### config.mk
export PLATFORM = sky130hd
export DESIGN_NAME = bsp_core
export DESIGN_NICKNAME = d
export VERILOG_FILES = /design/src/include/bsp_pkg.sv /design/src/include/bsp_step_if.sv /design/src/bsp_step_calc.sv /design/src/bsp_core.sv
export SDC_FILE = /design/constraint.sdc
export NUM_CORES = 1
export LEC_CHECK = 0
export BUFFER_PORTS_ARGS = -buffer_cell sky130_fd_sc_hd__buf_2
export CAP_MARGIN = 0
export CORE_MARGIN = 5
export CORE_UTILIZATION = 45
export DETAILED_ROUTE_END_ITERATION = 8
export GPL_TIMING_DRIVEN = 0
export SLEW_MARGIN = 20
export SYNTH_ARGS = -nofsm -noshare
export SYNTH_HDL_FRONTEND = slang
export SYNTH_SLANG_ARGS = --single-unit
### constraint.sdc
create_clock -name clk -period 6 [get_ports clk]
set_clock_uncertainty 0.05 [all_clocks]
set_input_delay 0.3 -clock clk [delete_from_list [all_inputs] [get_ports clk]]
set_output_delay 0.3 -clock clk [all_outputs]
set_load 0.01 [all_outputs]
### src/include/bsp_pkg.sv
// Shared constants, types and selection decode for the stack pointer unit
package bsp_pkg;

  // Register numbering and widths
  localparam int ADDR_W = 32;
  localparam int SR_W = 16;
  localparam logic [2:0] SP_REG_IDX = 3'h7;

  // Operand size codes
  localparam logic [1:0] SZ_BYTE = 2'h0;
  localparam logic [1:0] SZ_WORD = 2'h1;
  localparam logic [1:0] SZ_LONG = 2'h2;

  // Address step amounts in bytes
  localparam logic [2:0] STEP_BYTE = 3'h1;
  localparam logic [2:0] STEP_WORD = 3'h2;
  localparam logic [2:0] STEP_LONG = 3'h4;
  localparam logic [2:0] STEP_SP_BYTE = 3'h2;
  localparam logic [31:0] PC_STEP = 32'h4;
  localparam logic [31:0] SR_STEP = 32'h2;

  // Status word field positions
  localparam int SR_SUP_BIT = 13;
  localparam int SR_MASTER_BIT = 12;

  // Reset values
  localparam logic RST_SUP = 1'b1;
  localparam logic RST_MASTER = 1'b0;
  localparam logic [31:0] RST_ADDR = 32'h0;

  // Which physical stack pointer is live
  typedef enum logic [1:0] {SEL_USP, SEL_ISP, SEL_MSP} bsp_sel_t;

  // Request operations
  typedef enum logic [3:0] {
    OP_NONE, OP_READ, OP_WRITE, OP_PREDEC, OP_POSTINC,
    OP_CALL, OP_RETURN, OP_TRAP, OP_LOAD_SR
  } bsp_op_t;

  // Sequencer states
  typedef enum logic [0:0] {ST_IDLE, ST_TRAP_SR} bsp_state_t;

  // Pick the live stack pointer from the privilege flags
  function automatic bsp_sel_t sp_select(input logic sup, input logic master);
    if (!sup) begin
      return SEL_USP;
    end else if (master) begin
      return SEL_MSP;
    end
    return SEL_ISP;
  endfunction

endpackage

### src/include/bsp_step_if.sv
// Carrier between the core and its step-size calculator
`timescale 1ns/100ps
interface bsp_step_if;
  logic [2:0] reg_idx;
  logic [1:0] size;
  logic [2:0] step;
  modport calc (input reg_idx, input size, output step);
  modport user (output reg_idx, output size, input step);
endinterface

### src/bsp_step_calc.sv
// Address step size for predecrement and postincrement
`timescale 1ns/100ps
module bsp_step_calc
  import bsp_pkg::*;
(
  // Request and answer
  bsp_step_if.calc sif
);

  // Byte through the stack pointer keeps word alignment
  always_comb begin
    case (sif.size)
      SZ_BYTE: sif.step = (sif.reg_idx == SP_REG_IDX) ? STEP_SP_BYTE : STEP_BYTE; // see RL10
      SZ_WORD: sif.step = STEP_WORD; // see RL13
      default: sif.step = STEP_LONG; // see RL13
    endcase
  end

endmodule

### src/bsp_core.sv
// Banked stack pointers, address registers and automatic address update
`timescale 1ns/100ps
// Functional notes
// [RL1] Register seven aliases the live stack pointer
// [RL2] Supervisor clear selects the user pointer
// [RL3] Supervisor and master set select master pointer
// [RL4] Supervisor set, master clear selects interrupt pointer
// [RL5] Reset leaves supervisor set, master clear
// [RL6] Supervisor pointer resolves to master when master set
// [RL7] Stacks grow down: push predecrements, pop postincrements
// [RL8] Call pushes program counter, return pops it
// [RL9] Trap saves counter and status on supervisor stack
// [RL10] Byte stack access through pointer steps two
// [RL11] Predecrement lowers register, then uses it
// [RL12] Postincrement uses register, then raises it
// [RL13] Other registers step by operand size
module bsp_core
  import bsp_pkg::*;
(
  // Clock and reset
  input wire logic clk,
  input wire logic rst_n,
  // Request port
  input wire logic req_valid,
  input wire logic [3:0] req_op,
  input wire logic [2:0] req_reg,
  input wire logic [1:0] req_size,
  input wire logic req_wr,
  input wire logic [31:0] req_data,
  input wire logic [31:0] req_pc,
  input wire logic [15:0] req_sr,
  // Memory access request
  output logic mem_valid,
  output logic mem_write,
  output logic [1:0] mem_size,
  output logic [31:0] mem_addr,
  output logic [31:0] mem_wdata,
  // Register read answer and status
  output logic rd_valid,
  output logic [31:0] rd_data,
  output logic busy,
  output logic sup_flag,
  output logic master_flag,
  output logic [1:0] active_sel
);

  typedef struct packed {
    logic [6:0][31:0] areg;
    logic [31:0] unprivileged_stack_pointer;
    logic [31:0] privileged_exception_stack_pointer;
    logic [31:0] privileged_main_stack_pointer;
    logic sup;
    logic master;
    bsp_state_t state;
    logic [15:0] sr_hold;
    logic busy;
    logic mem_valid;
    logic mem_write;
    logic [1:0] mem_size;
    logic [31:0] mem_addr;
    logic [31:0] mem_wdata;
    logic rd_valid;
    logic [31:0] rd_data;
    bsp_sel_t active_sel;
  } bsp_core_state_t;

  bsp_core_state_t state_reg;
  bsp_core_state_t state_next;
  bsp_step_if step_if ();
  bsp_sel_t cur_sel;
  bsp_sel_t sup_sel;
  logic [31:0] sp_now;
  logic [31:0] ssp_now;
  logic [31:0] reg_now;
  logic [31:0] step_ext;
  logic accept;
  bsp_op_t op;

  // Value of one physical stack pointer
  function automatic logic [31:0] sp_value(input bsp_core_state_t s, input bsp_sel_t sel);
    case (sel)
      SEL_USP: return s.unprivileged_stack_pointer;
      SEL_MSP: return s.privileged_main_stack_pointer;
      default: return s.privileged_exception_stack_pointer;
    endcase
  endfunction

  // Step size lookup
  bsp_step_calc u_step (
    .sif (step_if.calc)
  );

  // Operand decode
  assign op = bsp_op_t'(req_op);
  assign step_if.reg_idx = req_reg;
  assign step_if.size = req_size;
  assign step_ext = {29'h0, step_if.step};
  assign accept = req_valid && (state_reg.state == ST_IDLE);
  assign cur_sel = sp_select(state_reg.sup, state_reg.master); // see RL2, RL3, RL4
  assign sup_sel = sp_select(1'b1, state_reg.master); // see RL6, RL9
  assign sp_now = sp_value(state_reg, cur_sel);
  assign ssp_now = sp_value(state_reg, sup_sel);
  assign reg_now = (req_reg == SP_REG_IDX) ? sp_now : state_reg.areg[req_reg]; // see RL1

  // Next state
  always_comb begin
    logic wr_en;
    logic [2:0] wr_idx;
    bsp_sel_t wr_sel;
    logic [31:0] wr_val;
    logic [31:0] nv;
    wr_en = 1'b0;
    wr_idx = req_reg;
    wr_sel = cur_sel;
    wr_val = RST_ADDR;
    nv = RST_ADDR;
    state_next = state_reg;
    state_next.mem_valid = 1'b0;
    state_next.mem_write = 1'b0;
    state_next.rd_valid = 1'b0;
    case (state_reg.state)
      ST_IDLE: begin
        if (accept) begin
          case (op)
            OP_READ: begin
              state_next.rd_data = reg_now; // see RL1
              state_next.rd_valid = 1'b1;
            end
            OP_WRITE: begin
              wr_en = 1'b1; // see RL1
              wr_val = req_data;
            end
            OP_PREDEC: begin
              nv = reg_now - step_ext; // see RL11
              wr_en = 1'b1;
              wr_val = nv;
              state_next.mem_valid = 1'b1;
              state_next.mem_write = req_wr;
              state_next.mem_size = req_size;
              state_next.mem_addr = nv;
              state_next.mem_wdata = req_data;
            end
            OP_POSTINC: begin
              wr_en = 1'b1; // see RL12
              wr_val = reg_now + step_ext;
              state_next.mem_valid = 1'b1;
              state_next.mem_write = req_wr;
              state_next.mem_size = req_size;
              state_next.mem_addr = reg_now;
              state_next.mem_wdata = req_data;
            end
            OP_CALL: begin
              nv = sp_now - PC_STEP; // see RL7, RL8
              wr_en = 1'b1;
              wr_idx = SP_REG_IDX;
              wr_val = nv;
              state_next.mem_valid = 1'b1;
              state_next.mem_write = 1'b1;
              state_next.mem_size = SZ_LONG;
              state_next.mem_addr = nv;
              state_next.mem_wdata = req_pc;
            end
            OP_RETURN: begin
              wr_en = 1'b1; // see RL7, RL8
              wr_idx = SP_REG_IDX;
              wr_val = sp_now + PC_STEP;
              state_next.mem_valid = 1'b1;
              state_next.mem_size = SZ_LONG;
              state_next.mem_addr = sp_now;
            end
            OP_TRAP: begin
              nv = ssp_now - PC_STEP; // see RL9
              wr_en = 1'b1;
              wr_idx = SP_REG_IDX;
              wr_sel = sup_sel;
              wr_val = nv;
              state_next.sr_hold = req_sr;
              state_next.sr_hold[SR_SUP_BIT] = state_reg.sup;
              state_next.sr_hold[SR_MASTER_BIT] = state_reg.master;
              state_next.sup = 1'b1;
              state_next.mem_valid = 1'b1;
              state_next.mem_write = 1'b1;
              state_next.mem_size = SZ_LONG;
              state_next.mem_addr = nv;
              state_next.mem_wdata = req_pc;
              state_next.state = ST_TRAP_SR;
              state_next.busy = 1'b1;
            end
            OP_LOAD_SR: begin
              state_next.sup = req_sr[SR_SUP_BIT];
              state_next.master = req_sr[SR_MASTER_BIT];
            end
            default: begin
              state_next.busy = 1'b0;
            end
          endcase
        end
      end
      ST_TRAP_SR: begin
        nv = ssp_now - SR_STEP; // see RL9
        wr_en = 1'b1;
        wr_idx = SP_REG_IDX;
        wr_sel = sup_sel;
        wr_val = nv;
        state_next.mem_valid = 1'b1;
        state_next.mem_write = 1'b1;
        state_next.mem_size = SZ_WORD;
        state_next.mem_addr = nv;
        state_next.mem_wdata = {16'h0, state_reg.sr_hold};
        state_next.state = ST_IDLE;
        state_next.busy = 1'b0;
      end
      default: begin
        state_next.state = ST_IDLE;
        state_next.busy = 1'b0;
      end
    endcase
    // Register write through the alias
    if (wr_en) begin
      if (wr_idx == SP_REG_IDX) begin
        case (wr_sel) // see RL1
          SEL_USP: state_next.unprivileged_stack_pointer = wr_val;
          SEL_MSP: state_next.privileged_main_stack_pointer = wr_val;
          default: state_next.privileged_exception_stack_pointer = wr_val;
        endcase
      end else begin
        state_next.areg[wr_idx] = wr_val;
      end
    end
    state_next.active_sel = sp_select(state_next.sup, state_next.master);
  end

  // State register
  always_ff @(posedge clk) begin
    if (!rst_n) begin
      state_reg <= '0;
      state_reg.sup <= RST_SUP; // see RL5
      state_reg.master <= RST_MASTER;
      state_reg.state <= ST_IDLE;
      state_reg.active_sel <= SEL_ISP;
    end else begin
      state_reg <= state_next;
    end
  end

  // Outputs
  assign mem_valid = state_reg.mem_valid;
  assign mem_write = state_reg.mem_write;
  assign mem_size = state_reg.mem_size;
  assign mem_addr = state_reg.mem_addr;
  assign mem_wdata = state_reg.mem_wdata;
  assign rd_valid = state_reg.rd_valid;
  assign rd_data = state_reg.rd_data;
  assign busy = state_reg.busy;
  assign sup_flag = state_reg.sup;
  assign master_flag = state_reg.master;
  assign active_sel = state_reg.active_sel;
endmodule

======== Word-level counts from Yosys, hierarchy flattened ========
Cells that the tools add are included.
word-level totals
  output and inout bits ................... 106
  register bits ........................... 443
operators by class
  bitwise gates (word level) .............. 5
  muxes and demuxes ....................... 45
  reductions and logical operators ........ 25
  equality and inequality tests ........... 18
  order comparisons ....................... 3
  add/sub/neg operators ................... 6
operator list
  cell                                                                    number
  32-bit case mux with 2 select lines                                     4
  224-bit bitwise mux                                                     1
  32-bit case mux with 6 select lines                                     1
  34-bit case mux with 5 select lines                                     1
  69-bit case mux with 2 select lines                                     1
  32-bit 2-to-1 mux                                                       4
  121-bit 2-to-1 mux                                                      1
  32-bit binary-select mux with 3-bit select                              1
  32-bit demux with 3-bit select                                          1
  32-bit by 3-bit subtractor with 32-bit output (second input constant)   2
  33-bit 2-to-1 mux                                                       1
  32-bit by 3-bit adder with 32-bit output                                1
  32-bit by 3-bit adder with 32-bit output (second input constant)        1
  32-bit by 2-bit subtractor with 32-bit output (second input constant)   1
  32-bit by 3-bit subtractor with 32-bit output                           1
  2-bit 2-to-1 mux                                                        9
  3-bit AND reduction                                                     6
  17-bit 2-to-1 mux                                                       1
  4-bit by 3-bit equality test with 1-bit output (second input constant)  4
  3-bit case mux with 2 select lines                                      2
  1-bit case mux with 2 select lines                                      5
  2-bit AND reduction                                                     5
  1-bit 2-to-1 mux                                                        9
  4-bit by 2-bit equality test with 1-bit output (second input constant)  2
  other kinds (20)                                                        37

======== Logic depth before layout (Yosys ltp) ========
  depth in word-level cells ............... 13
  gate-level depth with buffers ........... 22
  gate-level depth less buffers ........... 16

======== Hierarchy ========
Synthesis repeated with hierarchy kept, for this count alone.
second synthesis, totals
  cells, all modules ...................... 3211
  area, all modules ....................... 25609.6 um^2
by module, submodules not included
  module         sequential area each (um^2)  instances  cells an instance  area an instance (um^2)
  bsp_core       8868.5                       1          3207               25587.0
  bsp_step_calc  0.0                          1          4                  22.5

======== Worst setup path after synthesis ========
Ideal clock, no wire load.
  kind .................................... input -> register
  start point ............................. input req_reg[0]
  end point ............................... register state_reg[144] (netlist bit)
  cell stages on the path ................. 18
  slack ................................... 0.653 ns
  required time ........................... 5.799 ns
  arrival ................................. 5.146 ns
  setup time .............................. 0.151 ns
  path through ............................ buf_2 > buf_6 > buf_4 > buf_4 > buf_6 > clkbuf_1 > mux4_2 > nor2b_1 > a221oi_1 > inv_1 > ha_1 > a21o_1 > or3_1 > nor4_2 > nand3_1 > xnor2_1 > a2111oi_2 > o31ai_1
on the way
  longest elaborated chain between the ends .. 7
  elaborated cells between the ends (all ways) .. 16
  those cells by class .................... 2 x add/sub; 2 x eq/ne; 11 x mux; 1 x reduce/logical
RTL lines
  what                                                                                                              RTL line                          RTL
  start: declaration                                                                                                bsp_core.sv:26                    input wire logic [2:0] req_reg,
  32-bit binary-select mux with 3-bit select                                                                        bsp_core.sv:103                   assign reg_now = (req_reg == SP_REG_IDX) ? sp_now : state_reg.areg[req_reg];
  32-bit 2-to-1 mux (not written as such)                                                                           bsp_core.sv:103
  32-bit 2-to-1 mux (*)                                                                                             bsp_core.sv:103
  named net reg_now[2]                                                                                              bsp_core.sv:74                    logic [31:0] reg_now;
  32-bit by 3-bit adder with 32-bit output / 32-bit by 3-bit subtractor with 32-bit output (equally long branches)  bsp_core.sv:145, bsp_core.sv:134
  32-bit case mux with 6 select lines (*)                                                                           bsp_core.sv:124                   case (op)
  32-bit 2-to-1 mux (*)                                                                                             bsp_core.sv:123                   if (accept) begin
  32-bit case mux with 2 select lines (*)                                                                           bsp_core.sv:121                   case (state_reg.state)
  end signal: assignment                                                                                            bsp_core.sv:242                   state_reg <= state_next;
  end: declaration                                                                                                  bsp_core.sv:67                    bsp_core_state_t state_reg;
Mark *: on every way through the listed nets, which the timed path passes. The rest lies on a longest branch. The select of a mux whose other input is x is not followed.
A chain may end at the register's enable or synchronous reset.

======== Final worst setup path ========
  start point ............................. input req_reg[1]
  end point ............................... register state_reg[200] (netlist bit)
Same word-level chain as after synthesis.

==> out/metrics.cfg <==
[grt]
antenna_found_initial=4
grt_max_degree=20
grt_overflow=0
first_global_vias=27100
grtUsageTotal_pct=44.1
grt_pass1_wl_um=201000

[placed_design]
portBuffers=192
dp_hpwl_um=116000
place_congestion=1.15

[yosys]
yosysWarnings=0
synth_flop_cell=dfxtp_1
ys_ff_latch=443
synth_edf_count=0
synthesis.area_mm2=0.0257
avgSynthCellArea_um2=8.04
netlist_instances=3197
ys_top_cells_by_area=dfxtp_1, a21oi_1, o21ai_0, mux2i_1, nor2_1
ys_types=92
async_reset_ff_share_pct=0
ys_seq_area_share_pct=34.5
yosysTopAreaCellShare_pct=34.5
yosys.area.top_type=dfxtp_1
syn_nets=3304

[hold_path]
hold_end=mem_wdata[18]$_SDFFE_PN0P_
min_path_type=in2reg
min-delay-start=req_pc[18]
hold-path-cell-count=5

[critical_path]
timing.rr.end=state_reg[338]$_SDFFE_PN0P_
path_max_fanout=10
rrSetupSlack_ns=0.03
arrival_ns=6.45
startpoint=req_reg[1]
path_class=in2reg
reg2reg_depth=18
end_kind=register
crit_required_ns=6.44
r2r_start=master_flag$_SDFF_PN0_
crit_path_start_kind=primary input

[finish]
largest_register_ff_count=337
syn_to_final_growth_pct=19.6
final_common_cell=dfxtp_1
final_nets=3627
drive_gt1_share_pct=17.9
regArea_mm2=0.00887
mostFrequentLayoutCells=dfxtp_1, nor2_1, a21oi_1
multi_input_area_mm2=0.0153
num-fill-cells=5305

[routing]
drtAntennaViolNets=0
post_drt_wl_per_cell_um=33.7
wl_um=145000
drtIter0Drc=4718
first_pass_iters=7
vias=29400
viasPerCell=6.81
drc=0

[timing]
slew_viol_final=0
timing.max_slew.rel_slack_pct=12.8
final-setup-viol-count=2
final.setup.tns_ns=-0.0193
fin_crit_ns=6.01
fmax_mhz=166
worstMarginPinSlew_ns=1.29
hold_viol=0
period_share_pct=100
worst_slack_ns=-0.0141

[cts]
cts_root_buf=clkbuf_16
path_clk_slew_ns=0.06
cts.sinks=443
cts_max_path_buffers=3
numCtsBuffers=50
cts_tree=done
clk-insertion-delay-late_ns=0.65
htree_levels=2

[status]
violations=setup timing
status=complete, but fails checks

[floorplanning]
fp.dieH_um=249
coreArea_mm2=0.0565
dieArea_mm2=0.0620
io_pins=199
die_w_um=249
start_util_pct=45.5
num_rows=87

[job]
maxCapViolCount=0

[pwr]
pwr_density_cell_mw_per_mm2=252
p_leak_nw=11.4
irDropWorstVdd_uv=278
power_mw=7.74

==> layout make-up <==
| type | count | area share, % |
|---|---|---|
| flip-flops and latches | 443 | 28.9 |
| inverters | 30 | 0.370 |
| diodes | 3 | 0.0244 |
| repair buffers | 275 | 6.05 |
| clock buffers | 69 | 4.69 |
| clock inverters | 21 | 0.818 |
| well taps | 756 | 3.08 |
| plain buffers | 369 | 6.20 |
| multi-input cells | 2351 | 49.9 |
==> cells in the mapped netlist, types with 19 or more instances <==
cell and count:
nand4_1 40, o31ai_1 31, a21o_1 20, o221ai_1 19, nand2_1 166, xnor2_1 84
a21oi_1 330, inv_1 27, clkbuf_1 221, nand3_1 83, a211oi_1 124, xor2_1 35
o2bb2ai_1 19, a221oi_1 38, o22ai_1 42, nor2_1 329, a22oi_1 24, buf_4 110
buf_1 19, dfxtp_1 443, o21ai_0 290, nor4_1 38, nor3_1 112, o211ai_1 24
mux2i_1 137, mux2_2 25, a31oi_1 35
==> routing by layer <==
| metal | share of wire (%) | routed length (um) | global-route usage (%) | vias to the layer above |
|---|---|---|---|---|
| li1 | - | - | - | 12400 |
| met1 | 37 | 53800 | 55.6 | 13900 |
| met2 | 41 | 59000 | 64.1 | 2438 |
| met3 | 12 | 18100 | 12.2 | 626 |
| met4 | 10 | 14500 | 32.9 | 2 |
| met5 | 0.014 | 20 | 0 | - |
==> report_power, final <==
part	internal, mW	switching, mW	leakage (nW)
Clock	1.79	1.37	0.831
Combinational	0.491	1.05	6.97
Sequential	3.00	0.0414	3.58
Total	5.28	2.46	11.4
==> worst max path at each step <==
stage	endpoint	slack [ns]	cells past startpoint
floorplan	state_reg[144]$_SDFFE_PN0P_	0.65	18
global placement	state_reg[130]$_SDFFE_PN0P_	-3.30	20
detailed placement	state_reg[230]$_SDFFE_PN0P_	-2.41	20
CTS	state_reg[366]$_SDFFE_PN0P_	0.001	22
global route	state_reg[141]$_SDFFE_PN0P_	-0.01	22
finish	state_reg[200]$_SDFFE_PN0P_	-0.01	21
==> critical path, stage by stage <==
cell      delay (ns)
buf_2           0.16
buf_2           0.23
buf_2           0.33
clkbuf_1        0.57
clkbuf_2        0.47
mux4_2          0.36
o21ai_0         0.53
o21a_2          0.32
inv_1           0.11
ha_1            0.30
inv_1           0.09
o21bai_1        0.08
a21o_1          0.26
or3_1           0.44
or4_1           0.53
xnor2_1         0.44
nor2_1          0.15
nor4_4          0.31
buf_6           0.20
buf_6           0.17
a21oi_1         0.08
==> repair_timing <==
item / CTS / global route
hold buffers: 17 / 0
endpoints found under the setup margin: 350 / 204
pin swaps: 12 / 7
gates resized for setup: 34 / 12
setup buffers: 16 / 7
hold endpoints to repair: 17 / 0
==> stage by stage <==
stage          setup WS (ns)  utilization [%]  hold slack, ns  cell area [um^2]  std cells
5_1_grt              -0.0102             54.4          0.0706             30700       4314
6_report             -0.0141             54.4          0.0488             30700       4317
3_3_place_gp           -3.30             48.9           0.394             27600       4145
3_5_place_dp           -2.41             50.1           0.400             28300       4185
4_1_cts              0.00119             54.1          0.0444             30600       4305
2_1_floorplan          0.653                -           0.386             25700       3197
==> cell families after synthesis <==
| group | Yosys count | synth area share, % |
|---|---|---|
| buf+inv | 403 | 7.81 |
| mux | 172 | 7.28 |
| simple gates | 919 | 17.4 |
| compound gates | 1127 | 28.2 |
| flops | 443 | 34.5 |
| fa+ha+maj | 14 | 0.740 |
| xor+xnor | 119 | 4.06 |
(Power assumes the default switching activity.)
